**src/hdl/lsles_pkg.sv**
```systemverilog
// Package for the low-speed lane error and status register bank
`default_nettype none

package lsles_pkg;

	// ---------------------------------------------------------------
	// Management addressing
	// ---------------------------------------------------------------
	localparam logic [4:0] LSLES_DEV_ADDR = 5'h1E;
	localparam logic [4:0] LSLES_PORT_ADDR_DEF = 5'h00;
	localparam logic [15:0] LSLES_LANE1_OFS = 16'h0012;
	localparam logic [15:0] LSLES_LANE2_OFS = 16'h0013;
	localparam logic [15:0] LSLES_LANE3_OFS = 16'h0014;
	localparam logic [15:0] LSLES_STATUS_OFS = 16'h0015;
	localparam logic [15:0] LSLES_ADDR_RESET = 16'h0000;

	// ---------------------------------------------------------------
	// Reset values and field positions
	// ---------------------------------------------------------------
	localparam logic [15:0] LSLES_COUNT_RESET = 16'hFFFD;
	localparam logic [15:0] LSLES_STATUS_RESET = 16'h0000;
	localparam int LSLES_DECODE_BIT = 11;
	localparam int LSLES_LOS_BIT = 10;
	localparam int LSLES_FIFO_BIT = 9;
	localparam int LSLES_SYNC_BIT = 8;
	localparam int LSLES_ROT_LSB = 0;

	// ---------------------------------------------------------------
	// Frame bit counts and opcodes
	// ---------------------------------------------------------------
	localparam logic [5:0] LSLES_PRE_BITS = 6'h20;
	localparam logic [5:0] LSLES_HDR_LAST = 6'h0B;
	localparam logic [5:0] LSLES_DATA_LAST = 6'h0F;
	localparam logic [1:0] LSLES_OP_ADDR = 2'h0;
	localparam logic [1:0] LSLES_OP_WRITE = 2'h1;
	localparam logic [1:0] LSLES_OP_RINC = 2'h2;
	localparam logic [1:0] LSLES_OP_READ = 2'h3;

	// ---------------------------------------------------------------
	// Types
	// ---------------------------------------------------------------
	typedef enum logic [1:0] {
		LSLES_MODE_KR_KX,
		LSLES_MODE_10G,
		LSLES_MODE_PATTERN
	} lsles_mode_t;

	typedef enum logic [2:0] {
		S_PRE,
		S_ST,
		S_HDR,
		S_TA1,
		S_TA2,
		S_DATA
	} lsles_state_t;

	// Per-lane conditions from the receive datapath
	typedef struct packed {
		logic decode_err;
		logic align_err;
		logic [3:0] pattern_err;
		logic los;
		logic sync_ok;
	} lsles_lane_in_t;

endpackage

`default_nettype wire

```
**src/hdl/lsles_err_counter.sv**
```systemverilog
// Clear-on-read lane error counter with mode-dependent event source
`default_nettype none

module lsles_err_counter
	import lsles_pkg::*;
#(
	parameter int WIDTH = 16,
	parameter logic [WIDTH-1:0] RESET_VAL = WIDTH'(LSLES_COUNT_RESET)
) (
	// Clock and reset
	input wire logic sys_clk,
	input wire logic reset,
	// Configuration
	input wire lsles_mode_t mode,
	input wire logic [1:0] pattern_select,
	// Lane events and read strobe
	input wire lsles_lane_in_t lane,
	input wire logic read_clear,
	// Count
	output logic [WIDTH-1:0] count_r
);

	logic hit;
	logic [WIDTH-1:0] count_nxt;

	// Pick the error source for the current mode
	always_comb begin
		case (mode)
			LSLES_MODE_KR_KX: hit = lane.decode_err;
			LSLES_MODE_10G: hit = lane.align_err;
			LSLES_MODE_PATTERN: hit = lane.pattern_err[pattern_select];
			default: hit = 1'b0;
		endcase
	end

	// Count saturates; an event in the clearing cycle is kept
	always_comb begin
		if (read_clear) begin
			count_nxt = hit ? WIDTH'(1) : '0;
		end else if (hit && (count_r != '1)) begin
			count_nxt = count_r + WIDTH'(1);
		end else begin
			count_nxt = count_r;
		end
	end

	always_ff @(posedge sys_clk or posedge reset) begin
		if (reset) begin
			count_r <= RESET_VAL;
		end else begin
			count_r <= count_nxt;
		end
	end
endmodule // lsles_err_counter

`default_nettype wire

```
**src/hdl/lsles_regs.sv**
```systemverilog
// Low-speed lane error counters and status behind the management pins
// Functional notes
// - Lanes 1, 2 and 3 each have their own 16-bit error counter register.
// - In backplane modes a counter steps on every invalid or disparity-bad code word.
// - In 10G mode a counter steps on invalid words seen by the alignment decoder.
// - In pattern check mode a counter steps on errors of the pattern chosen by select 5:4.
// - Reading a counter returns its value and then clears it to zero, or to one if an error arrives in the reading cycle.
// - The lane 2 counter sits at 0x0013 of device 0x1E and resets to 0xFFFD.
// - The lane 3 counter sits at 0x0014 of device 0x1E and resets to 0xFFFD.
// - The status register sits at 0x0015 of device 0x1E and resets to 0x0000.
// - Status bit 11 flags a decode error on the lane picked by the lane select.
// - Status bit 10 flags loss of signal on the selected lane.
// - Status bit 9 is set by a lane alignment buffer fault and stays one until the status register is read.
// - Status bits 3:0 show the sync rotation pointer.
`default_nettype none

module lsles_regs
	import lsles_pkg::*;
#(
	parameter logic [4:0] PORT_ADDR = LSLES_PORT_ADDR_DEF
) (
	// Clock and reset
	input wire logic sys_clk,
	input wire logic reset,
	// Management pins
	input wire logic mdc,
	input wire logic mdio_in,
	output logic mdio_out,
	output logic mdio_oe_n,
	// Configuration
	input wire lsles_mode_t mode,
	input wire logic [1:0] pattern_select,
	input wire logic [1:0] status_lane_select,
	// Lane conditions
	input wire lsles_lane_in_t [3:0] lane_in,
	input wire logic lane_alignment_buffer_fault,
	input wire logic [3:0] system_side_sync_rotation
);

	// ---------------------------------------------------------------
	// Pin synchronisers
	// ---------------------------------------------------------------
	logic mdc_q1, mdc_q2, mdc_q3, mdio_q1, mdio_q2;
	logic mdc_rise;

	// Two stages for each pin, a third on the clock for edge finding
	always_ff @(posedge sys_clk or posedge reset) begin
		if (reset) begin
			mdc_q1 <= 1'b0;
			mdc_q2 <= 1'b0;
			mdc_q3 <= 1'b0;
			mdio_q1 <= 1'b1;
			mdio_q2 <= 1'b1;
		end else begin
			mdc_q1 <= mdc;
			mdc_q2 <= mdc_q1;
			mdc_q3 <= mdc_q2;
			mdio_q1 <= mdio_in;
			mdio_q2 <= mdio_q1;
		end
	end

	assign mdc_rise = mdc_q2 & ~mdc_q3;

	// ---------------------------------------------------------------
	// Frame decode
	// ---------------------------------------------------------------
	lsles_state_t state_r;
	logic [5:0] cnt_r;
	logic [11:0] hdr_r;
	logic [15:0] shift_r, addr_r, rd_word, status_word;
	logic rd_go_r, hdr_match, frame_read, rd_take, status_rd;
	logic [15:0] lane_count [1:3];
	logic decode_lat_r, los_lat_r, fifo_lat_r, sync_lat_r;

	assign hdr_match = (hdr_r[9:5] == PORT_ADDR) && (hdr_r[4:0] == LSLES_DEV_ADDR);
	assign frame_read = hdr_match && ((hdr_r[11:10] == LSLES_OP_READ)
		|| (hdr_r[11:10] == LSLES_OP_RINC));
	assign rd_take = mdc_rise && (state_r == S_TA1) && frame_read;
	assign status_rd = rd_take && (addr_r == LSLES_STATUS_OFS);

	// Status word with reserved fields held at zero
	always_comb begin
		status_word = LSLES_STATUS_RESET;
		status_word[LSLES_DECODE_BIT] = decode_lat_r;
		status_word[LSLES_LOS_BIT] = los_lat_r;
		status_word[LSLES_FIFO_BIT] = fifo_lat_r;
		status_word[LSLES_SYNC_BIT] = sync_lat_r;
		status_word[LSLES_ROT_LSB +: 4] = system_side_sync_rotation;
	end

	// Read data selection, unmapped offsets read zero
	always_comb begin
		case (addr_r)
			LSLES_LANE1_OFS: rd_word = lane_count[1];
			LSLES_LANE2_OFS: rd_word = lane_count[2];
			LSLES_LANE3_OFS: rd_word = lane_count[3];
			LSLES_STATUS_OFS: rd_word = status_word;
			default: rd_word = 16'h0000;
		endcase
	end

	// Frame sequencer, advanced on each management clock rise
	always_ff @(posedge sys_clk or posedge reset) begin
		if (reset) begin
			state_r <= S_PRE;
			cnt_r <= 6'h00;
			hdr_r <= 12'h000;
			shift_r <= 16'h0000;
			addr_r <= LSLES_ADDR_RESET;
			rd_go_r <= 1'b0;
		end else if (mdc_rise) begin
			case (state_r)
				S_PRE: begin
					if (mdio_q2) begin
						cnt_r <= (cnt_r == LSLES_PRE_BITS) ? cnt_r : cnt_r + 6'h01;
					end else if (cnt_r == LSLES_PRE_BITS) begin
						state_r <= S_ST;
					end else begin
						cnt_r <= 6'h00;
					end
				end
				S_ST: begin
					cnt_r <= 6'h00;
					state_r <= mdio_q2 ? S_PRE : S_HDR;
				end
				S_HDR: begin
					hdr_r <= {hdr_r[10:0], mdio_q2};
					cnt_r <= cnt_r + 6'h01;
					if (cnt_r == LSLES_HDR_LAST) begin
						state_r <= S_TA1;
					end
				end
				S_TA1: begin
					state_r <= S_TA2;
					rd_go_r <= frame_read;
					if (frame_read) begin
						shift_r <= rd_word;
					end
				end
				S_TA2: begin
					state_r <= S_DATA;
					cnt_r <= 6'h00;
					if (rd_go_r) begin
						shift_r <= {shift_r[14:0], 1'b0};
					end
				end
				S_DATA: begin
					cnt_r <= cnt_r + 6'h01;
					shift_r <= {shift_r[14:0], rd_go_r ? 1'b0 : mdio_q2};
					if (cnt_r == LSLES_DATA_LAST) begin
						state_r <= S_PRE;
						cnt_r <= 6'h00;
						// Data writes land nowhere: every register here is read-only
						if (hdr_match && hdr_r[11:10] == LSLES_OP_ADDR) begin
							addr_r <= {shift_r[14:0], mdio_q2};
						end else if (hdr_match && hdr_r[11:10] == LSLES_OP_RINC) begin
							addr_r <= addr_r + 16'h0001;
						end
					end
				end
				default: state_r <= S_PRE;
			endcase
		end
	end

	// ---------------------------------------------------------------
	// Pin driver
	// ---------------------------------------------------------------
	// Drive turnaround zero then data MSB first, release after bit 0
	always_ff @(posedge sys_clk or posedge reset) begin
		if (reset) begin
			mdio_out <= 1'b0;
			mdio_oe_n <= 1'b1;
		end else if (mdc_rise) begin
			if (state_r == S_TA1 && frame_read) begin
				mdio_out <= 1'b0;
				mdio_oe_n <= 1'b0;
			end else if ((state_r == S_TA2 || state_r == S_DATA) && rd_go_r
				&& !(state_r == S_DATA && cnt_r == LSLES_DATA_LAST)) begin
				mdio_out <= shift_r[15];
			end else begin
				mdio_out <= 1'b0;
				mdio_oe_n <= 1'b1;
			end
		end
	end

	// ---------------------------------------------------------------
	// Lane counters
	// ---------------------------------------------------------------
	for (genvar i = 1; i <= 3; i++) begin : g_lane
		lsles_err_counter #(
			.WIDTH(16),
			.RESET_VAL(LSLES_COUNT_RESET)
		) u_cnt (
			.sys_clk(sys_clk),
			.reset(reset),
			.mode(mode),
			.pattern_select(pattern_select),
			.lane(lane_in[i]),
			.read_clear(rd_take && (addr_r == LSLES_LANE1_OFS + 16'(i - 1))),
			.count_r(lane_count[i])
		);
	end

	// ---------------------------------------------------------------
	// Status latches
	// ---------------------------------------------------------------
	// A read reloads each latch from the live condition so no event is lost
	always_ff @(posedge sys_clk or posedge reset) begin
		if (reset) begin
			decode_lat_r <= 1'b0;
			los_lat_r <= 1'b0;
			fifo_lat_r <= 1'b0;
			sync_lat_r <= 1'b0;
		end else if (status_rd) begin
			decode_lat_r <= lane_in[status_lane_select].decode_err;
			los_lat_r <= lane_in[status_lane_select].los;
			fifo_lat_r <= lane_alignment_buffer_fault;
			sync_lat_r <= lane_in[status_lane_select].sync_ok;
		end else begin
			decode_lat_r <= decode_lat_r | lane_in[status_lane_select].decode_err;
			los_lat_r <= los_lat_r | lane_in[status_lane_select].los;
			fifo_lat_r <= fifo_lat_r | lane_alignment_buffer_fault;
			sync_lat_r <= sync_lat_r & lane_in[status_lane_select].sync_ok;
		end
	end
endmodule // lsles_regs

`default_nettype wire

```
**config.mk**
```make
export PLATFORM = sky130hd
export DESIGN_NAME = lsles_regs
export DESIGN_NICKNAME = d
export VERILOG_FILES = /design/src/hdl/lsles_pkg.sv /design/src/hdl/lsles_err_counter.sv /design/src/hdl/lsles_regs.sv
export SDC_FILE = /design/constraint.sdc
export NUM_CORES = 1
export LEC_CHECK = 0
export BUFFER_PORTS_ARGS = -buffer_cell sky130_fd_sc_hd__clkbuf_2
export CAP_MARGIN = 10
export CORE_MARGIN = 3
export CORE_UTILIZATION = 55
export DETAILED_ROUTE_END_ITERATION = 12
export PLACE_DENSITY_LB_ADDON = 0.12
export REMOVE_ABC_BUFFERS = 1
export SKIP_CTS_REPAIR_TIMING = 1
export SLEW_MARGIN = 20
export SYNTH_ARGS = -nofsm -noshare
export SYNTH_HDL_FRONTEND = slang
export SYNTH_SLANG_ARGS = --single-unit
```
**constraint.sdc**
```tcl
create_clock -name sys_clk -period 8 [get_ports sys_clk]
set_clock_uncertainty 0.2 [all_clocks]
set_input_delay 1.6 -clock sys_clk [delete_from_list [all_inputs] [get_ports sys_clk]]
set_output_delay 1.6 -clock sys_clk [all_outputs]
set_load 0.02 [all_outputs]
```
==> flow_summary.toml, run 1 <==
[grt]
use_met3_pct = 6.684
use_met2_pct = 43.38
antenna_found_initial = 0
grt_max_degree = 65
grt_pass1_wl_mm = 28.73
grt_overflow = 0
grtUsageTotal_pct = 27.02
grt-busiest-layer = "met2"
grt_pass1_vias = 5728
grt_use_met1_pct = 36.09

[logic_synthesis]
synth_top_area_share_pct = 24.10
yosysMostFrequentCell = "a21oi_1"
synth-edff-count = 0
ys_seq_area_share_pct = 42.78
synth_seq_cells = 113
synth_cells = 729
synthArstFlopShare_pct = 100.0
ys_types = 67
ys.flop_type = "dfrtp_1"
synth_area_um2 = 6750
synth_common_cells = "87 x a21oi_1, 65 x dfrtp_1, 59 x nand2_1, 48 x dfstp_2, 46 x o21ai_0"
avgSynthCellArea_um2 = 9.260
synth_top_cell_by_area = "dfrtp_1"
ys_warn_count = 0
synthTopCellsByArea = "dfrtp_1 24%, dfstp_2 19%, a21oi_1 6.5%"

[power_and_ir_drop]
ir_drop_mv = 0.2025
total_power_uw = 1643
power.density_nw_per_um2 = 216.9
p_leak_uw = 0.003001

[cts]
root_buffer = "clkbuf_16"
cts_buffer_depth = 2
htreeDepth = 4
clk_latency_ns = 0.43
cts_buffers = 17
clock-sinks = 113
clk_pin_slew_worst_paths_ns = 0.05
cts_tree = "built"

[place]
placed_area_um2 = 6959
place_hpwl_mm = 12.30
port_buffers = 43
routabilityCongestion = 0.9089

[min_path]
hp-start = "mdc_q1"
min_delay_worst_endpoint = "mdc_q2"
hold_path.class = "reg -> reg"
min_path_cells = 0

[critical_path]
crit_path_end_kind = "flop"
cp_num_buf_inv = 1
path_cells = "clkbuf_2 > or3b_4 > o22ai_2 > o22ai_2 > or4_1 > a21oi_1"
critical-path-max-stage-delay_ns = 0.59
path_delay_family = "simple AND/OR/NAND/NOR gates"
start_kind = "primary input"
r2r_cells = 5
crit_slowest_cell = "or4_1"
ff2ff_setup_slack_ns = 5.08
required_ns = 8.15
cp_data_arrival_time_ns = 3.54
crit_fanout = 24
critPathKind = "in -> reg"
crit_path_frequent_cell = "o22ai_2"
reg2reg_from = "hdr_r[7]"
timing.rr.end = "addr_r[0]"

[detailed_routing]
vias_per_cell = 6.729
ant_nets = 0
routed_wl_mm = 17.39
wl_per_cell_um = 19.15
vias = 6110
drc = 0
drt-initial-drc-count = 659
drt-pass1-iter-count = 6

[final_layout]
antennaDiodeCount = 0
nets = 808
syn_to_final_growth_pct = 12.21
fill_cells = 975
finalInstanceArea_um2 = 7575
layout-drive-gt1-share_pct = 20.92

[floorplanning]
die_w_um = 116.8
die_height_um = 116.8
num_rows = 39
io_pins = 49
dieArea_um2 = 13640
core_um2 = 11710
start_util_pct = 57.64

[timing]
max_slew.worst_pin.slew_ns = 1.067
timing.fmax_ghz = 0.2949
maxSlewHeadroom_pct = 28.68
finalMaxSlewViolations = 0
finalSetupViolCount = 0
setup_tns_ns = 0
hold_viol_final = 0
fin_crit_sh_pct = 42.39
holdWs_ns = 0.1524
period_needed_ns = 3.391
rsz0062_at_grt = "no"

[flow_run]
cap_viol_max_count = 0

[outcome]
outcome = "complete, no violations"
[worst max path at each step]
stage	from	cells past startpoint	end
global placement	mode[1]	6	g_lane[2].u_cnt.count_r[9]
finish	mode[1]	6	g_lane[2].u_cnt.count_r[9]
floorplan	reset	1	addr_r[0]
detailed placement	mode[1]	6	g_lane[2].u_cnt.count_r[9]
CTS	mode[1]	6	g_lane[3].u_cnt.count_r[11]
global route	mode[1]	6	g_lane[3].u_cnt.count_r[11]
[worst reg2reg max path, cell delays in order (launching register included)]
cell     delay (ns)
dfrtp_1        0.40
or4_4          0.59
nor4_1         0.32
and4_1         0.93
a21oi_1        0.13
a31o_2         0.25
[per-layer routing]
metal  share of wire (%)  up-vias
li1                    -     2849
met1                  43     2992
met2                  48      236
met3                 7.1       33
met4                 1.3        0
met5                   0        -
[logic make-up (layout without fill, tap and decap cells)]
group	Yosys count	count (layout)	share of synthesized area, %
adders and majority gates	9	9	1.668
buffers and inverters	56	92	3.892
and+or+nand+nor	272	272	23.04
DFF	113	113	42.78
xor gates and xnor gates	3	3	0.3893
muxes	28	28	4.930
AOI/OAI and AO/OA	248	248	23.30
[cell type report]
cell class | instances | area [um^2] | area share [%]
clock buffers | 25 | 548.0 | 7.235
clock inverters | 7 | 67.56 | 0.8920
well taps | 143 | 178.9 | 2.362
repair buffers | 46 | 237.7 | 3.138
inverters | 14 | 55.05 | 0.7268
flip-flops and latches | 113 | 2888 | 38.12
multi-input cells | 560 | 3600 | 47.52
[state kept, by name, indices dropped and copies added (netlist names), 3 cells and up]
register              cells
g_lane.u_cnt.count_r     48
shift_r                  16
cnt_r                     6
addr_r                   16
state_r                   3
hdr_r                    12
[stage by stage]
stage,worst slack [ns],util [%],instances
final,4.609,64.68,908
after detailed placement,4.201,59.42,876
after CTS,4.632,64.68,908
after global placement,4.260,59.42,876
after floorplan,3.292,-,687
after global routing,4.516,64.68,908
[power by group]
group	switching [uW]	internal (uW)	total, uW
Combinational	89.2	67.6	157
Sequential	69.8	644	713
Clock	270	503	773
Total	429	1210	1640
[placed cells by master, fill, tap and decap left out, types with 7 or more instances in the layout]
cell type	n
a22oi_1	23
dfrtp_1	65
nand2_1	59
a21o_1	8
nor3_1	9
clkbuf_2	43
nand2b_1	7
or4_1	26
nand3_1	38
and3_1	16
ha_1	9
o31ai_1	24
nand4_1	13
a21boi_0	8
o21ai_0	46
clkbuf_16	19
mux2i_1	13
a221oi_1	7
dfstp_2	48
or3_1	15
a21oi_1	87
o211ai_1	8
mux2_2	12
nor2_1	43
inv_1	13
and4_1	9
nor4_1	7
No activity file was read; power rests on OpenSTA's default activity.
==> run 2, diff against run 1 <==
==> constraint.sdc (replaced) <==
create_clock -name sys_clk -period 3.2 [get_ports sys_clk]
set_clock_uncertainty 0.2 [all_clocks]
set_input_delay 0.64 -clock sys_clk [delete_from_list [all_inputs] [get_ports sys_clk]]
set_output_delay 0.64 -clock sys_clk [all_outputs]
set_load 0.02 [all_outputs]
==> flow_summary.toml, run 2 (synthesized netlist as in run 1, its figures left out) <==
[outcome]
outcome = "complete, no violations"

[cts]
root_buffer = "clkbuf_16"
clock-sinks = 113
cts_buffer_depth = 2
clk_pin_slew_worst_paths_ns = 0.05
htreeDepth = 4
cts_tree = "built"
clk_latency_ns = 0.42
cts_buffers = 17

[place]
dp_cells = 884
routabilityCongestion = 0.9309
place_hpwl_mm = 12.34
dp_slack_ns = 0.3615
port_buffers = 43

[power_and_ir_drop]
p_sw_share_pct = 25.46
p_leak_uw = 0.003052
total_power_uw = 4182
p_sw_uw = 1065
pwr-share-comb_pct = 9.4
pwr-share-seq_pct = 42.8
power_frac_clock_pct = 47.9
internal_power_uw = 3117
power.density_nw_per_um2 = 546.5
ir_drop_mv = 0.5094

[final_layout]
top_register = "g_lane.u_cnt.count_r"
antennaDiodeCount = 0
fill_cells = 936
syn_to_final_growth_pct = 13.36
nets = 816
regArea_um2 = 2888
reg_top3 = "g_lane.u_cnt.count_r: 48 flops, addr_r: 16 flops, shift_r: 16 flops"
stdcell_count = 916
final_util_pct = 65.34
final_cell_mix = "87 x a21oi_1, 65 x dfrtp_1, 59 x nand2_1"
multiInputGateArea_um2 = 3600
layout-drive-gt1-share_pct = 21.60
final_common_cell = "a21oi_1"
largest_register_ffs = 48

[critical_path]
required_ns = 3.32
reg2reg_from = "hdr_r[7]"
crit_fanout = 26
crit_start = "hdr_r[7]"
start_kind = "flop"
critPathKind = "reg -> reg"
cp_data_arrival_time_ns = 2.87
crit_path_end_kind = "flop"

[timing]
finalSetupViolCount = 0
rsz0062_at_grt = "no"
timing.fmax_ghz = 0.3641
setup_slack_ns = 0.4538
hold_viol_final = 0
finalMaxSlewViolations = 0
period_needed_ns = 2.746
maxSlewHeadroom_pct = 41.31
fin_crit_sh_pct = 85.82
holdWs_ns = 0.1044
max_slew.worst_pin.slew_ns = 0.8804

[detailed_routing]
ant_nets = 0
drt-initial-drc-count = 650
drt-pass1-iter-count = 5
routed_wl_mm = 17.81
vias_per_cell = 6.633
drc = 0
vias = 6076
wl_per_cell_um = 19.44

[floorplanning]
core_um2 = 11710
num_rows = 39
dieArea_um2 = 13640
die_w_um = 116.8
io_pins = 49
start_util_pct = 57.64
die_height_um = 116.8

[grt]
grt_overflow = 0
antenna_found_initial = 0
grtUsageTotal_pct = 27.41
grt_pass1_wl_mm = 29.19
grt_max_degree = 56
grt_pass1_vias = 5780

[min_path]
hold_path.class = "in -> reg"
hp-start = "mdio_in"

[flow_run]
cap_viol_max_count = 0
[run 2: routing by layer]
layer  GRT usage [%]  part of all wire, %
met3           7.609                  6.6
met4           8.333                  1.6
met1           36.54                   43
met5               0                    0
met2           43.84                   49
[run 2: cell type report]
cell class | count | area share, %
Clock buffer | 21 | 6.017
Multi-Input combinational cell | 560 | 47.04
Clock inverter | 11 | 2.093
Sequential cell | 113 | 37.74
Timing Repair Buffer | 54 | 4.055
Tap cell | 143 | 2.338
Inverter | 14 | 0.7194
[run 2: through the flow]
stage               TNS [ns]  instance area [um^2]
floorplan             -35.62                  6540
global placement           0                  7032
detailed placement         0                  7032
CTS                        0                  7652
global route               0                  7652
finish                     0                  7652
[run 2: critical path, stage by stage (launching register included)]
cell      delay [ns]
dfrtp_1         0.40
or4_4           0.59
nor4_4          0.56
o21ai_2         0.38
nand2b_4        0.30
o21ai_0         0.22
[run 2: path summary, 6_finish.rpt]
check / endpoint / slack, ns / depth (start not counted)
min in group asynchronous: hdr_r[9] / 0.14 / 2
hold reg to reg: mdc_q2 / 0.15 / 0
hold / removal: mdio_q1 / 0.10 / 1
setup / recovery: shift_r[13] / 0.45 / 5
setup reg to reg: shift_r[13] / 0.45 / 5
max in group asynchronous: g_lane[2].u_cnt.count_r[5] / 1.88 / 3
[run 2: power groups by stage]
stage	sequential, uW	clock [uW]	combinational (uW)
after CTS	1780	2010	394
after global placement	1800	0	373
after detailed placement	1800	0	390
final	1790	2000	393
after global routing	1810	2090	448
after floorplan	1740	0	285
==> run 3, diff against run 2 <==
--- a/config.mk
+++ b/config.mk
@@ -11,7 +11,6 @@
 export CORE_UTILIZATION = 55
 export DETAILED_ROUTE_END_ITERATION = 12
 export PLACE_DENSITY_LB_ADDON = 0.12
-export REMOVE_ABC_BUFFERS = 1
 export SKIP_CTS_REPAIR_TIMING = 1
 export SLEW_MARGIN = 20
 export SYNTH_ARGS = -nofsm -noshare
==> flow_summary.toml, run 3 (synthesized netlist as in run 1, its figures left out) <==
[timing]
maxSlewHeadroom_pct = 39.86
rsz0062_at_grt = "no"
timing.fmax_ghz = 0.3777
finalMaxSlewViolations = 0
period_needed_ns = 2.648
hold_viol_final = 0
fin_crit_sh_pct = 82.74
finalSetupViolCount = 0
setup_tns_ns = 0
max_slew.worst_pin.slew_ns = 0.8945
holdWs_ns = 0.1001

[cts]
cts_tree = "built"
cts_buffer_depth = 2
root_buffer = "clkbuf_16"
clk_latency_ns = 0.42
cts_buffers = 17
htreeDepth = 4
clk_pin_slew_worst_paths_ns = 0.05
clock-sinks = 113

[critical_path]
r2r_cells = 5
cp_data_arrival_time_ns = 2.78
reg2reg_from = "addr_r[9]"
required_ns = 3.33
timing.rr.end = "shift_r[6]"
ff2ff_setup_slack_ns = 0.55
crit_path_end_kind = "flop"
critPathKind = "reg -> reg"
start_kind = "flop"
crit_fanout = 9

[final_layout]
final_common_cell = "a21oi_1"
syn_to_final_growth_pct = 14.74
top_register = "g_lane.u_cnt.count_r"
nets = 816
reg_top3 = "g_lane.u_cnt.count_r: 48 flops, addr_r: 16 flops, shift_r: 16 flops"
final_cell_mix = "87 x a21oi_1, 65 x dfrtp_1, 59 x nand2_1"
layout-drive-gt1-share_pct = 21.73
antennaDiodeCount = 0
largest_register_ffs = 48
fill_cells = 935

[grt]
grt_pass1_vias = 5890
grt_max_degree = 51
antenna_found_initial = 0
grt_overflow = 0
grt_pass1_wl_mm = 29.46
grtUsageTotal_pct = 27.77

[floorplanning]
core_um2 = 11710
start_util_pct = 57.64
io_pins = 49
die_height_um = 116.8
dieArea_um2 = 13640
die_w_um = 116.8
num_rows = 39

[detailed_routing]
wl_per_cell_um = 19.40
drt-initial-drc-count = 698
drc = 0
vias_per_cell = 6.624
drt-pass1-iter-count = 5
vias = 6068
routed_wl_mm = 17.77
ant_nets = 0

[place]
port_buffers = 43
place_hpwl_mm = 12.51
routabilityCongestion = 0.9393

[outcome]
outcome = "complete, no violations"

[min_path]
min_delay_worst_endpoint = "mdio_q1"
hold_path.class = "in -> reg"
hp-start = "mdio_in"
min_path_cells = 1

[flow_run]
cap_viol_max_count = 0

[power_and_ir_drop]
ir_drop_mv = 0.4155
p_leak_uw = 0.003083
power.density_nw_per_um2 = 573.3

[logic_synthesis]
syn_nets = 785
[run 3: worst max path at each step]
| stage | to | slack, ns | startpoint |
|---|---|---|---|
| 3_5_place_dp | g_lane[2].u_cnt.count_r[9] | 0.37 | mode[1] |
| 2_1_floorplan | g_lane[2].u_cnt.count_r[5] | 0.85 | pattern_select[0] |
| 6_report | shift_r[6] | 0.55 | addr_r[9] |
| 3_3_place_gp | g_lane[2].u_cnt.count_r[9] | 0.42 | mode[1] |
| 5_1_grt | shift_r[12] | 0.39 | addr_r[8] |
| 4_1_cts | shift_r[6] | 0.56 | addr_r[9] |
[run 3: final cells by class]
cell class | instances | area, um^2 | share of cell area, %
well taps | 143 | 178.9 | 2.310
repair buffers | 54 | 322.8 | 4.168
clock inverters | 14 | 260.3 | 3.360
inverters | 14 | 56.30 | 0.7270
clock buffers | 18 | 439.2 | 5.670
multi-input cells | 560 | 3600 | 46.48
flip-flops and latches | 113 | 2888 | 37.29
[run 3: through the flow]
stage	power, uW	utilization [%]	instance area [um^2]	worst slack [ns]	instances
floorplan	2037	-	6754	0.8492	729
global placement	2163	60.16	7046	0.4214	884
detailed placement	2193	60.16	7046	0.3695	884
CTS	4455	66.13	7745	0.5587	916
global route	4613	66.13	7745	0.3877	916
finish	4440	66.13	7745	0.5523	916
[run 3: layer usage]
metal,vias up,wire [um],global-route usage (%)
met1,2976,8026,38.37
met2,198,8506,43.61
met3,30,867,5.450
li1,2864,-,-
met4,0,371,10.40
met5,-,0,0
[run 3: worst max-delay path: stages (launching register included)]
cell      delay, ns
dfrtp_1        0.42
or4b_4         0.59
nor4b_4        0.50
o311a_1        0.51
nand2b_4       0.14
o221ai_2       0.20
[run 3: where the power goes]
| part | internal [uW] | switching (uW) |
|---|---|---|
| logic | 175 | 227 |
| registers | 1610 | 179 |
| clock network | 1560 | 694 |
| total | 3340 | 1100 |
